### config.mk
export PLATFORM = sky130hd
export DESIGN_NAME = cwg_top
export DESIGN_NICKNAME = d
export VERILOG_FILES = /design/src/shared/cwg_pkg.sv /design/src/logic/cwg_avg.sv /design/src/logic/cwg_top.sv
export VERILOG_INCLUDE_DIRS = /design/src /design/src/shared
export SDC_FILE = /design/constraint.sdc
export NUM_CORES = 1
export LEC_CHECK = 0
export BUFFER_PORTS_ARGS = -buffer_cell sky130_fd_sc_hd__buf_4
export CAP_MARGIN = 10
export CELL_PAD_IN_SITES_DETAIL_PLACEMENT = 1
export CELL_PAD_IN_SITES_GLOBAL_PLACEMENT = 2
export CORE_MARGIN = 10
export CORE_UTILIZATION = 36
export CTS_CLUSTER_DIAMETER = 50
export DETAILED_ROUTE_END_ITERATION = 8
export GPL_ROUTABILITY_DRIVEN = 0
export PLACE_DENSITY = 0.78
export SETUP_SLACK_MARGIN = 0.5
export SYNTH_ARGS = -nofsm -noshare
export SYNTH_HDL_FRONTEND = slang
export SYNTH_HIERARCHICAL = 1
export SYNTH_SLANG_ARGS = --single-unit
### constraint.sdc
create_clock -name CLK -period 3.65 [get_ports CLK]
set_input_delay 0.1825 -clock CLK [delete_from_list [all_inputs] [get_ports CLK]]
set_output_delay 0.1825 -clock CLK [all_outputs]
set_load 0.01 [all_outputs]
### src/shared/cwg_params.svh
`ifndef CWG_PARAMS_SVH
`define CWG_PARAMS_SVH
// clock and time base
`define CWG_CLK_MHZ 200
`define CWG_TICK_US 100000
`define CWG_TICK_CYC (`CWG_TICK_US * `CWG_CLK_MHZ)
// alarm and check times, belt alarm speed
`define CWG_BELT_START_MS 6000
`define CWG_BELT_RUN_MS 93000
`define CWG_LAMP_CHECK_MS 3000
`define CWG_BELT_SPEED_KMH 20
// register offsets
`define CWG_CTRL_OFS 8'h00
`define CWG_STATUS_OFS 8'h04
`define CWG_SPEED_OFS 8'h08
`define CWG_RPM_OFS 8'h0c
`define CWG_ECT_OFS 8'h10
`define CWG_FUEL_OFS 8'h14
`define CWG_OIL_OFS 8'h18
// control fields and reset value
`define CWG_CTRL_ALARM_BIT 0
`define CWG_CTRL_GAUGE_BIT 1
`define CWG_CTRL_RESET 2'h3
`endif

### src/shared/cwg_pkg.sv
package cwg_pkg;
   typedef enum logic [1:0] {
      SIG_SPEED,
      SIG_RPM,
      SIG_ECT
   } cwg_sig_t;

   typedef struct packed {
      cwg_sig_t kind;
      logic [15:0] value;
   } cwg_can_t;

   typedef struct packed {
      logic ign_run;
      logic key_alarm;
      logic run_alarm;
      logic start_alarm;
      logic lamp_check;
      logic brake_lamp;
      logic buzzer;
   } cwg_status_t;
endpackage

### src/logic/cwg_avg.sv
`timescale 1ns/1ps
module cwg_avg #(
   parameter int W = 8,
   parameter int LOG2N = 4
) (
   input wire logic clk,
   input wire logic arst_n,
   input wire logic sample,
   input wire logic [W-1:0] din,
   output logic [W-1:0] avg
);
   logic [W+LOG2N-1:0] acc;
   logic [LOG2N-1:0] cnt;
   logic [W+LOG2N-1:0] next_acc;

   generate
      if (W < 1 || LOG2N < 1 || LOG2N > 8) begin : g_bad
         $error("cwg_avg: unsupported width or window");
      end
   endgenerate

   assign next_acc = acc + (W+LOG2N)'(din);

   // window of 2**LOG2N samples, mean loaded at window end
   always_ff @(posedge clk or negedge arst_n) begin
      if (!arst_n) begin
         acc <= '0;
         cnt <= '0;
         avg <= '0;
      end else if (sample) begin
         cnt <= cnt + 1'b1;
         if (&cnt) begin
            acc <= '0;
            avg <= next_acc[W+LOG2N-1:LOG2N];
         end else begin
            acc <= next_acc;
         end
      end
   end
endmodule

### src/logic/cwg_top.sv
// Operation
// - after ignition turns on with the driver buckle open, the buzzer sounds for 6 s, then stops.
// - at 20 km/h or more with either front belt open, the buzzer sounds for 93 s.
// - passenger belt is open only if its buckle is off and the seat sensor sees an occupant.
// - key reminder buzzer sounds with ignition in lock or accessory, key in, driver door open.
// - at ignition on the brake warning lamp lights for about 3 s as a bulb check.
// - parking brake or low brake fluid keeps the brake lamp lit past the bulb check.
// - the speedometer is driven from the vehicle speed received over the bus.
// - the tachometer is driven from the engine speed received over the bus.
// - the fuel gauge shows the fuel sender reading averaged over a fixed window.
// - the temperature gauge is driven from the coolant temperature received over the bus.
// - the oil pressure gauge is computed from coolant temperature and engine speed.
//
// Decided for this implementation: the register offsets and the AHB-Lite register port.
`timescale 1ns/1ps
`include "cwg_params.svh"
module cwg_top #(
   parameter int TICK_CYC = `CWG_TICK_CYC,
   parameter int FUEL_W = 8,
   parameter int FUEL_LOG2 = 4,
   parameter int OIL_BASE = 64,
   parameter int OIL_RPM_SHIFT = 5,
   parameter int OIL_ECT_SHIFT = 2
) (
   input wire logic CLK,
   input wire logic ARST_N,
   input wire logic HSEL,
   input wire logic [31:0] HADDR,
   input wire logic [1:0] HTRANS,
   input wire logic HWRITE,
   input wire logic [2:0] HSIZE,
   input wire logic [31:0] HWDATA,
   input wire logic HREADY,
   output logic [31:0] HRDATA,
   output logic HREADYOUT,
   output logic HRESP,
   input wire logic IGNITION_RUN_SUPPLY,
   input wire logic DRV_BUCKLE,
   input wire logic PASS_BUCKLE,
   input wire logic SEAT_OCCUPIED,
   input wire logic KEY_INSERTED,
   input wire logic DRV_DOOR_OPEN,
   input wire logic PARK_BRAKE,
   input wire logic BRAKE_FLUID_LOW,
   input wire logic [FUEL_W-1:0] FUEL_SENDER,
   input wire logic CAN_VALID,
   input wire cwg_pkg::cwg_can_t CAN_MSG,
   output logic BUZZER,
   output logic BRAKE_LAMP,
   output logic [15:0] SPEEDO,
   output logic [15:0] TACHO,
   output logic [15:0] TEMP_GAUGE,
   output logic [FUEL_W-1:0] FUEL_GAUGE,
   output logic [7:0] OIL_GAUGE
);
   localparam int TICK_MS = `CWG_TICK_US / 1000;
   localparam int START_TICKS = `CWG_BELT_START_MS / TICK_MS;
   localparam int RUN_TICKS = `CWG_BELT_RUN_MS / TICK_MS;
   localparam int CHECK_TICKS = `CWG_LAMP_CHECK_MS / TICK_MS;
   localparam int TW = 10;

   generate
      if (TICK_CYC < 2 || FUEL_W < 1 || FUEL_W > 32 || RUN_TICKS >= 2**TW
          || FUEL_LOG2 < 1 || FUEL_LOG2 > 8) begin : g_bad
         $error("cwg_top: unsupported parameter values");
      end
   endgenerate

   ////////////////////////////////////////////////////////////////////////////////
   // time base
   logic [31:0] tick_cnt;
   logic tick;

   always_ff @(posedge CLK or negedge ARST_N) begin
      if (!ARST_N) begin
         tick_cnt <= '0;
         tick <= 1'b0;
      end else if (tick_cnt == 32'(TICK_CYC - 1)) begin
         tick_cnt <= '0;
         tick <= 1'b1;
      end else begin
         tick_cnt <= tick_cnt + 32'h1;
         tick <= 1'b0;
      end
   end

   ////////////////////////////////////////////////////////////////////////////////
   // belt, key and lamp conditions
   logic ign_q;
   logic ign_on;
   logic drv_open;
   logic pass_open;
   logic run_cond;
   logic run_q;
   logic key_cond;
   logic [15:0] speed;
   logic [15:0] rpm;
   logic [15:0] ect;
   logic [1:0] ctrl;

   assign ign_on = IGNITION_RUN_SUPPLY && !ign_q;
   assign drv_open = !DRV_BUCKLE;
   assign pass_open = !PASS_BUCKLE && SEAT_OCCUPIED;
   assign run_cond = IGNITION_RUN_SUPPLY && (speed >= 16'(`CWG_BELT_SPEED_KMH))
                     && (drv_open || pass_open);
   assign key_cond = !IGNITION_RUN_SUPPLY && KEY_INSERTED && DRV_DOOR_OPEN;

   always_ff @(posedge CLK or negedge ARST_N) begin
      if (!ARST_N) begin
         ign_q <= 1'b0;
         run_q <= 1'b0;
      end else begin
         ign_q <= IGNITION_RUN_SUPPLY;
         run_q <= run_cond;
      end
   end

   ////////////////////////////////////////////////////////////////////////////////
   // alarm and check timers, in ticks
   logic [TW-1:0] start_t;
   logic [TW-1:0] run_t;
   logic [TW-1:0] check_t;

   always_ff @(posedge CLK or negedge ARST_N) begin
      if (!ARST_N) begin
         start_t <= '0;
      end else if (ign_on && drv_open) begin
         start_t <= TW'(START_TICKS);
      end else if (!IGNITION_RUN_SUPPLY || !drv_open) begin
         start_t <= '0;
      end else if (tick && start_t != '0) begin
         start_t <= start_t - 1'b1;
      end
   end

   always_ff @(posedge CLK or negedge ARST_N) begin
      if (!ARST_N) begin
         run_t <= '0;
      end else if (run_cond && !run_q) begin
         run_t <= TW'(RUN_TICKS);
      end else if (!run_cond) begin
         run_t <= '0;
      end else if (tick && run_t != '0) begin
         run_t <= run_t - 1'b1;
      end
   end

   always_ff @(posedge CLK or negedge ARST_N) begin
      if (!ARST_N) begin
         check_t <= '0;
      end else if (ign_on) begin
         check_t <= TW'(CHECK_TICKS);
      end else if (!IGNITION_RUN_SUPPLY) begin
         check_t <= '0;
      end else if (tick && check_t != '0) begin
         check_t <= check_t - 1'b1;
      end
   end

   ////////////////////////////////////////////////////////////////////////////////
   // buzzer and brake lamp
   logic next_buzzer;
   logic next_lamp;

   assign next_buzzer = ctrl[`CWG_CTRL_ALARM_BIT]
                        && (start_t != '0 || run_t != '0 || key_cond);
   assign next_lamp = IGNITION_RUN_SUPPLY
                      && (check_t != '0 || PARK_BRAKE || BRAKE_FLUID_LOW);

   always_ff @(posedge CLK or negedge ARST_N) begin
      if (!ARST_N) begin
         BUZZER <= 1'b0;
         BRAKE_LAMP <= 1'b0;
      end else begin
         BUZZER <= next_buzzer;
         BRAKE_LAMP <= next_lamp;
      end
   end

   ////////////////////////////////////////////////////////////////////////////////
   // values received from the engine controller
   always_ff @(posedge CLK or negedge ARST_N) begin
      if (!ARST_N) begin
         speed <= '0;
         rpm <= '0;
         ect <= '0;
      end else if (CAN_VALID) begin
         case (CAN_MSG.kind)
            cwg_pkg::SIG_SPEED: speed <= CAN_MSG.value;
            cwg_pkg::SIG_RPM: rpm <= CAN_MSG.value;
            cwg_pkg::SIG_ECT: ect <= CAN_MSG.value;
            default: ;
         endcase
      end
   end

   ////////////////////////////////////////////////////////////////////////////////
   // gauge drive
   logic [FUEL_W-1:0] fuel_avg;
   logic signed [17:0] oil_calc;
   logic [7:0] oil_val;

   cwg_avg #(
      .W(FUEL_W),
      .LOG2N(FUEL_LOG2)
   ) u_fuel (
      .clk(CLK),
      .arst_n(ARST_N),
      .sample(tick),
      .din(FUEL_SENDER),
      .avg(fuel_avg)
   );

   // oil: base plus engine speed term, less a temperature term
   assign oil_calc = 18'(OIL_BASE) + 18'(rpm >> OIL_RPM_SHIFT) - 18'(ect >> OIL_ECT_SHIFT);
   assign oil_val = (oil_calc < 0) ? 8'h00 : (oil_calc > 18'sd255) ? 8'hff : oil_calc[7:0];

   always_ff @(posedge CLK or negedge ARST_N) begin
      if (!ARST_N) begin
         SPEEDO <= '0;
         TACHO <= '0;
         TEMP_GAUGE <= '0;
         FUEL_GAUGE <= '0;
         OIL_GAUGE <= '0;
      end else if (!ctrl[`CWG_CTRL_GAUGE_BIT]) begin
         SPEEDO <= '0;
         TACHO <= '0;
         TEMP_GAUGE <= '0;
         FUEL_GAUGE <= '0;
         OIL_GAUGE <= '0;
      end else begin
         SPEEDO <= speed;
         TACHO <= rpm;
         TEMP_GAUGE <= ect;
         FUEL_GAUGE <= fuel_avg;
         OIL_GAUGE <= oil_val;
      end
   end

   ////////////////////////////////////////////////////////////////////////////////
   // AHB-Lite slave, zero wait states
   logic take;
   logic wr_pend;
   logic [7:0] wr_ofs;
   cwg_pkg::cwg_status_t status;
   logic [31:0] next_rdata;

   assign take = HSEL && HTRANS[1] && HREADY;
   assign status = '{ign_run: IGNITION_RUN_SUPPLY, key_alarm: key_cond,
                     run_alarm: run_t != '0, start_alarm: start_t != '0,
                     lamp_check: check_t != '0, brake_lamp: BRAKE_LAMP, buzzer: BUZZER};

   always_comb begin
      next_rdata = 32'h0;
      case (HADDR[7:0])
         `CWG_CTRL_OFS: next_rdata = 32'(ctrl);
         `CWG_STATUS_OFS: next_rdata = 32'(status);
         `CWG_SPEED_OFS: next_rdata = 32'(speed);
         `CWG_RPM_OFS: next_rdata = 32'(rpm);
         `CWG_ECT_OFS: next_rdata = 32'(ect);
         `CWG_FUEL_OFS: next_rdata = 32'(fuel_avg);
         `CWG_OIL_OFS: next_rdata = 32'(oil_val);
         default: next_rdata = 32'h0;
      endcase
      if (HADDR[31:8] != 24'h0) begin
         next_rdata = 32'h0;
      end
   end

   always_ff @(posedge CLK or negedge ARST_N) begin
      if (!ARST_N) begin
         wr_pend <= 1'b0;
         wr_ofs <= 8'h00;
         HRDATA <= 32'h0;
      end else begin
         wr_pend <= take && HWRITE && HSIZE == 3'h2 && HADDR[31:8] == 24'h0;
         if (take) begin
            wr_ofs <= HADDR[7:0];
         end
         if (take && !HWRITE) begin
            HRDATA <= next_rdata;
         end
      end
   end

   always_ff @(posedge CLK or negedge ARST_N) begin
      if (!ARST_N) begin
         ctrl <= `CWG_CTRL_RESET;
      end else if (wr_pend && wr_ofs == `CWG_CTRL_OFS) begin
         ctrl <= HWDATA[1:0];
      end
   end

   always_ff @(posedge CLK or negedge ARST_N) begin
      if (!ARST_N) begin
         HREADYOUT <= 1'b0;
         HRESP <= 1'b0;
      end else begin
         HREADYOUT <= 1'b1;
         HRESP <= 1'b0;
      end
   end
endmodule

==> flow_metrics.tcl, run 1 <==
set metrics [dict create \
    cts_tree "built" \
    setup_tns_ns 0 \
    synthFlopType "dfrtp_1" \
    rsz0062_at_grt "no" \
    min_to "wr_pend" \
    yosys.area_share.adder_pct 4.26 \
    maxCapViolCount 0 \
    clk_latency_ns 0.55 \
    ios 209 \
    fin_cells 1640 \
    grt_pass1_wl_um 52100 \
    fmax_ghz 0.334 \
    cp-end-kind "flop" \
    drc 0 \
    synth_warnings 6 \
    num_vias 8436 \
    fp.dieH_um 196 \
    status "finished, final reports clean" \
    hold_class "input port to flop" \
    drtIter0Drc 375 \
    cts_setup_buffers 0 \
    dp_hpwl_um 23300 \
    cp.required_ns 4.07 \
    synth-seq-cells 231 \
    routed_via_density 5.14 \
    grt_overflow_total 0 \
    synth_top_family_by_area "simple AND/OR/NAND/NOR gates" \
    start_util_pct 36.5 \
    cts_made_buffers 31 \
    setup_viol 0 \
    clkSinkCount 231 \
    worstHoldPathCells 4 \
    first_pass_iters 5 \
    grt_max_degree 102 \
    slew_viol_final 0 \
    cts_max_level 1 \
    dp.cells 1553 \
    fin_crit_ns 3.00 \
    num_rows 64 \
    synth-xor-area-share_pct 5.47 \
    synth.area.mux_share_pct 8.00 \
    nets 1367 \
    drive_above_1_share_pct 23.9 \
    die-area_um2 38600 \
    relSlewSlack_pct 34.1 \
    final_hold_viol_count 0 \
    tightestPinTransition_ns 0.985 \
    ir_drop_v 0.000357 \
    fin_skew_ns 0.0138 \
    hp-start "HADDR[19]" \
    fin_util_pct 46.4 \
    syn2layout_area_growth_pct 26.8 \
    drt_wl_total_um 32300 \
    async_flop_share_pct 100 \
    wire_per_inst_um 19.7 \
    timing.rr.start "rpm[6]" \
    r2r_cells 10 \
    leakagePower_nw 6.60 \
    synth.cell_area_um2 11200 \
    cts_buffer_depth 3 \
    port_buffers 160 \
    setup_ws_ns 0.654 \
    pre_cts_ws_ns 0.464 \
    synth-compound-area-share_pct 10.6 \
    crit_fanout 16 \
    fp.coreArea_um2 30700 \
    yosysSeqAreaShare_pct 51.6 \
    rr_endpoint "OIL_GAUGE[4]" \
    die-width_um 196 \
    rrSetupSlack_ns 0.65 \
    grt_pass1_vias 9204 \
    synth-simple-area-share_pct 16.3 \
    synth_cell_type_count 74 \
    root_buffer "clkbuf_16" \
    crit_path_start_kind "flop" \
    worst-setup-path-type "flop to flop" \
    synth_edf_count 0 \
    clk_pin_slew_ns 0.06 \
    fin_crit_sh_pct 82.1 \
    syn-instance-count 1016 \
    grt_use_total_pct 16.4 \
    crit_arrival_ns 3.41 \
    antenna_found_initial 1 \
    avgSynthCellArea_um2 11.0 \
    antenna_left 0 \
    p_per_area_nw_per_um2 545 \
]
==> cells by family after synthesis <==
logic type / count (synthesis)
muxes: 80
other: 2
and+or+nand+nor: 336
adders and majority gates: 37
AOI/OAI and AO/OA: 175
buffers and inverters: 85
xor gates and xnor gates: 70
DFF: 231
==> what timing repair did <==
item | CTS | global route
endpoints found under the hold margin | 158 | 0
hold buffers | 31 | 0
pin swaps | 0 | 0
endpoints found under the setup margin | 14 | 16
gates resized for setup | 1 | 3
==> critical path, cell delays in order (launching register included) <==
cell	delay (ns)
dfrtp_1	0.41
ha_1	0.31
ha_1	0.23
fa_1	0.48
a211oi_4	0.33
nor3_1	0.11
nor4_1	0.25
o311ai_1	0.17
nor4_4	0.27
buf_6	0.21
a31oi_1	0.10
==> metrics by stage <==
| stage | total power [mW] | cell area (µm²) | hold WS (ns) |
|---|---|---|---|
| floorplan | 3.98 | 11300 | -0.113 |
| global placement | 4.56 | 12800 | 0.267 |
| detailed placement | 4.58 | 12800 | 0.280 |
| CTS | 7.82 | 14200 | 0.0164 |
| global route | 8.15 | 14200 | 0.0462 |
| finish | 7.75 | 14200 | 0.0240 |
==> sequential cells by signal, indices dropped and copies added (netlist names), 2 cells and up <==
register	cells
rpm	16
speed	16
check_t	10
run_t	10
ctrl	2
u_fuel/acc	12
OIL_GAUGE	8
SPEEDO	16
u_fuel/avg	8
wr_ofs	8
ect	16
tick_cnt	32
HRDATA	16
u_fuel/cnt	4
start_t	10
TACHO	16
TEMP_GAUGE	16
FUEL_GAUGE	8
==> worst max path at each step <==
stage,cells past startpoint,to,slack (ns),from
CTS,10,OIL_GAUGE[4],0.61,rpm[6]
global route,9,HRDATA[2],0.53,ect[12]
detailed placement,10,OIL_GAUGE[4],0.46,rpm[6]
finish,10,OIL_GAUGE[4],0.65,rpm[6]
global placement,11,OIL_GAUGE[4],0.54,ect[3]
floorplan,10,HRDATA[4],0.77,rpm[6]
==> synthesized netlist by cell type (all sizes together) (5+ instances only) <==
cell     number  area (µm²)
and2         59         369
and3          8        50.1
clkbuf       20        86.3
or2           5        31.3
buf          24         173
nand4        13        81.3
nor4         23         165
a21oi        51         259
or3           6        37.5
a211oi        5        37.5
nand2        49         184
a21o          9        67.6
and4          5        43.8
a22o         22         193
dfrtp       229        5730
nor2         78         293
o2bb2ai       7        61.3
inv          41         154
ha           35         438
or4           5        41.3
o21ai        34         174
a31oi        13        81.3
mux2         57         642
nor3         24         120
nand2b        8        50.1
xor2         30         263
nand3        28         140
xnor2        40         350
o22ai         6        37.5
mux2i        21         210
==> per-layer routing <==
| layer | global-route usage, % | up-vias | share of wire, % |
|---|---|---|---|
| met5 | 0 | - | 0 |
| met4 | 3.65 | 0 | 1.2 |
| met3 | 2.82 | 27 | 4.3 |
| met2 | 28.0 | 139 | 49 |
| met1 | 21.4 | 4286 | 45 |
| li1 | - | 3984 | - |
==> area by class of cell <==
class,count,area [µm²]
clock buffer,40,850
fill,3367,16500
multi-input combinational,716,5100
tap,396,495
antenna,1,2.50
sequential,231,5780
inverter,41,154
timing repair buffer,200,1600
clock inverter,15,228
==> power by group <==
group          leakage, nW  switching (mW)  total [mW]  internal (mW)
clock                0.522            1.16        3.15           2.00
combinational         3.13           0.921        1.64          0.719
sequential            2.95           0.185        2.96           2.77
total                 6.60            2.26        7.75           5.49
==> layout by cell type (no fill, tap or decap), types with 18 or more instances in the layout <==
cell type      synthesis  final
nor2_1                78     78
mux2i_1               21     21
dfrtp_1              229    229
clkbuf_16              0     31
and2_1                59     59
nor4_1                21     20
buf_4                 19    166
mux2_2                57     57
conb_1                 2     18
nor3_1                24     24
a22o_1                22     22
a21oi_1               50     49
xnor2_1               40     40
nand3_1               28     28
dlygate4sd3_1          0     31
xor2_1                30     30
inv_1                 41     41
nand2_1               49     49
ha_1                  35     35
o21ai_0               27     27
Power figures use the tool's default switching activity.
==> run 2: changes to the inputs <==
clock period = 2.9 ns   (was 3.65 ns; I/O delays follow)
==> run 2 against run 1 <==
- utilization increased by 1.2 points
- sequential cell count unchanged
- wire length increased by 1.6%
- first-iteration DRC count decreased by 3.2%
- global-route usage increased by 0.29 points
- maximum frequency increased by 6.1%
- non-clock buffer count increased by 26
- cell count increased by 1.7%
- critical path type unchanged
- critical endpoint is now HRDATA[5]
- largest power group is now registers
==> flow_metrics.tcl, run 2 (synthesis results as in run 1) <==
set metrics [dict create \
    cp-end-kind "flop" \
    worst-setup-path-type "flop to flop" \
    setup_viol 0 \
    status "finished, final reports clean" \
    cts_made_buffers 31 \
    fin_skew_ns 0.0216 \
    dp_hpwl_um 23700 \
    dp.cells 1563 \
    antenna_left 0 \
    routed_via_density 5.14 \
    final_hold_viol_count 0 \
    tightestPinTransition_ns 1.14 \
    first_pass_iters 4 \
    cp.required_ns 3.36 \
    regMostFlops "tick_cnt" \
    drt_wl_total_um 32800 \
    wire_per_inst_um 19.7 \
    hold_class "input port to flop" \
    crit_path_start_kind "flop" \
    relSlewSlack_pct 23.8 \
    setup_tns_ns 0 \
    num_vias 8575 \
    cts_max_level 1 \
    port_buffers 160 \
    ir_drop_v 0.000433 \
    grt_overflow_total 0 \
    fp.coreArea_um2 30700 \
    fin_crit_ns 2.82 \
    mostFrequentLayoutCell "dfrtp_1" \
    p_per_area_nw_per_um2 673 \
    hold_slack_ns 0.0989 \
    ios 209 \
    die-area_um2 38600 \
    start_util_pct 36.5 \
    clkSinkCount 231 \
    nets 1393 \
    clk_pin_slew_ns 0.06 \
    syn2layout_area_growth_pct 30.1 \
    cts_tree "built" \
    grt_pass1_wl_um 52900 \
    leakagePower_nw 6.71 \
    die-width_um 196 \
    grt_use_total_pct 16.7 \
    rsz0062_at_grt "yes" \
    crit_arrival_ns 3.28 \
    fin_cells 1668 \
    largest_reg_flops 32 \
    antenna_found_initial 1 \
    drive_above_1_share_pct 27.5 \
    grt_max_degree 95 \
    fmax_ghz 0.354 \
    pre_cts_ws_ns 0.00662 \
    maxCapViolCount 0 \
    grt_pass1_vias 9420 \
    drc 0 \
    slew_viol_final 0 \
    setup_ws_ns 0.0771 \
    fin_crit_sh_pct 97.3 \
    crit_fanout 8 \
    drtIter0Drc 363 \
    num_rows 64 \
    cts_buffer_depth 3 \
    root_buffer "clkbuf_16" \
    fp.dieH_um 196 \
    clk_latency_ns 0.55 \
    final_cell_mix "dfrtp_1, buf_4, nor2_1, and2_1, mux2_2" \
]
[run 2: what timing repair did]
action,4_1_cts,5_1_grt
setup buffers,8,3
resized for setup,21,16
endpoints found under the setup margin,16,28
cloned,1,0
pin swaps,1,3
hold buffers,35,0
endpoints found under the hold margin,157,0
[run 2: path summary, 6_finish.rpt]
check / from / endpoint / slack (ns) / cells past startpoint
worst min register to register: wr_ofs[4] / wr_ofs[4] / 0.48 / 2
max in group asynchronous: ARST_N / OIL_GAUGE[3] / 1.83 / 3
worst max-delay path: ect[3] / HRDATA[5] / 0.08 / 12
worst max register to register: ect[3] / HRDATA[5] / 0.08 / 12
worst min-delay path: KEY_INSERTED / BUZZER / 0.1 / 3
min in group asynchronous: ARST_N / wr_pend / 0.22 / 2
[run 2: worst max-delay path, stage by stage, from the launching register on]
cell	delay, ns
dfrtp_1	0.41
inv_2	0.08
ha_4	0.20
ha_4	0.16
fa_2	0.37
a211oi_4	0.29
or3_4	0.19
a31oi_2	0.09
o311ai_2	0.38
nor4_4	0.08
buf_4	0.15
buf_12	0.13
a21oi_1	0.19
[run 2: power by group]
| group | internal, mW | total (mW) | switching, mW |
|---|---|---|---|
| clock | 2.22 | 3.68 | 1.46 |
| combinational | 1.13 | 2.42 | 1.30 |
| sequential | 3.49 | 3.71 | 0.216 |
[run 2: per-layer routing]
layer / share of wire (%) / vias up / global-route usage (%) / routed length (µm)
li1: - / 4056 / - / -
met1: 44 / 4324 / 21.5 / 14500
met2: 49 / 159 / 28.7 / 16200
met3: 4.9 / 36 / 3.02 / 1590
met4: 1.7 / 0 / 3.79 / 543
met5: 0 / - / 0 / 0
[run 2: final cells by class]
| type | instances | area [µm²] |
|---|---|---|
| tap | 396 | 495 |
| fill | 3342 | 16100 |
| sequential | 231 | 5780 |
| inverter | 41 | 154 |
| clock inverter | 14 | 125 |
| timing repair buffer | 226 | 1850 |
| clock buffer | 43 | 881 |
| multi-input combinational | 716 | 5300 |
| antenna | 1 | 2.50 |
[run 2: metrics by stage]
| step | cell area (µm²) | power (mW) | utilization (%) |
|---|---|---|---|
| after global routing | 14600 | 10.3 | 47.5 |
| after floorplan | 11300 | 5.03 | - |
| after detailed placement | 12900 | 5.84 | 42.1 |
| after CTS | 14500 | 9.85 | 47.2 |
| after global placement | 12900 | 5.81 | 42.1 |
| final | 14600 | 9.81 | 47.6 |
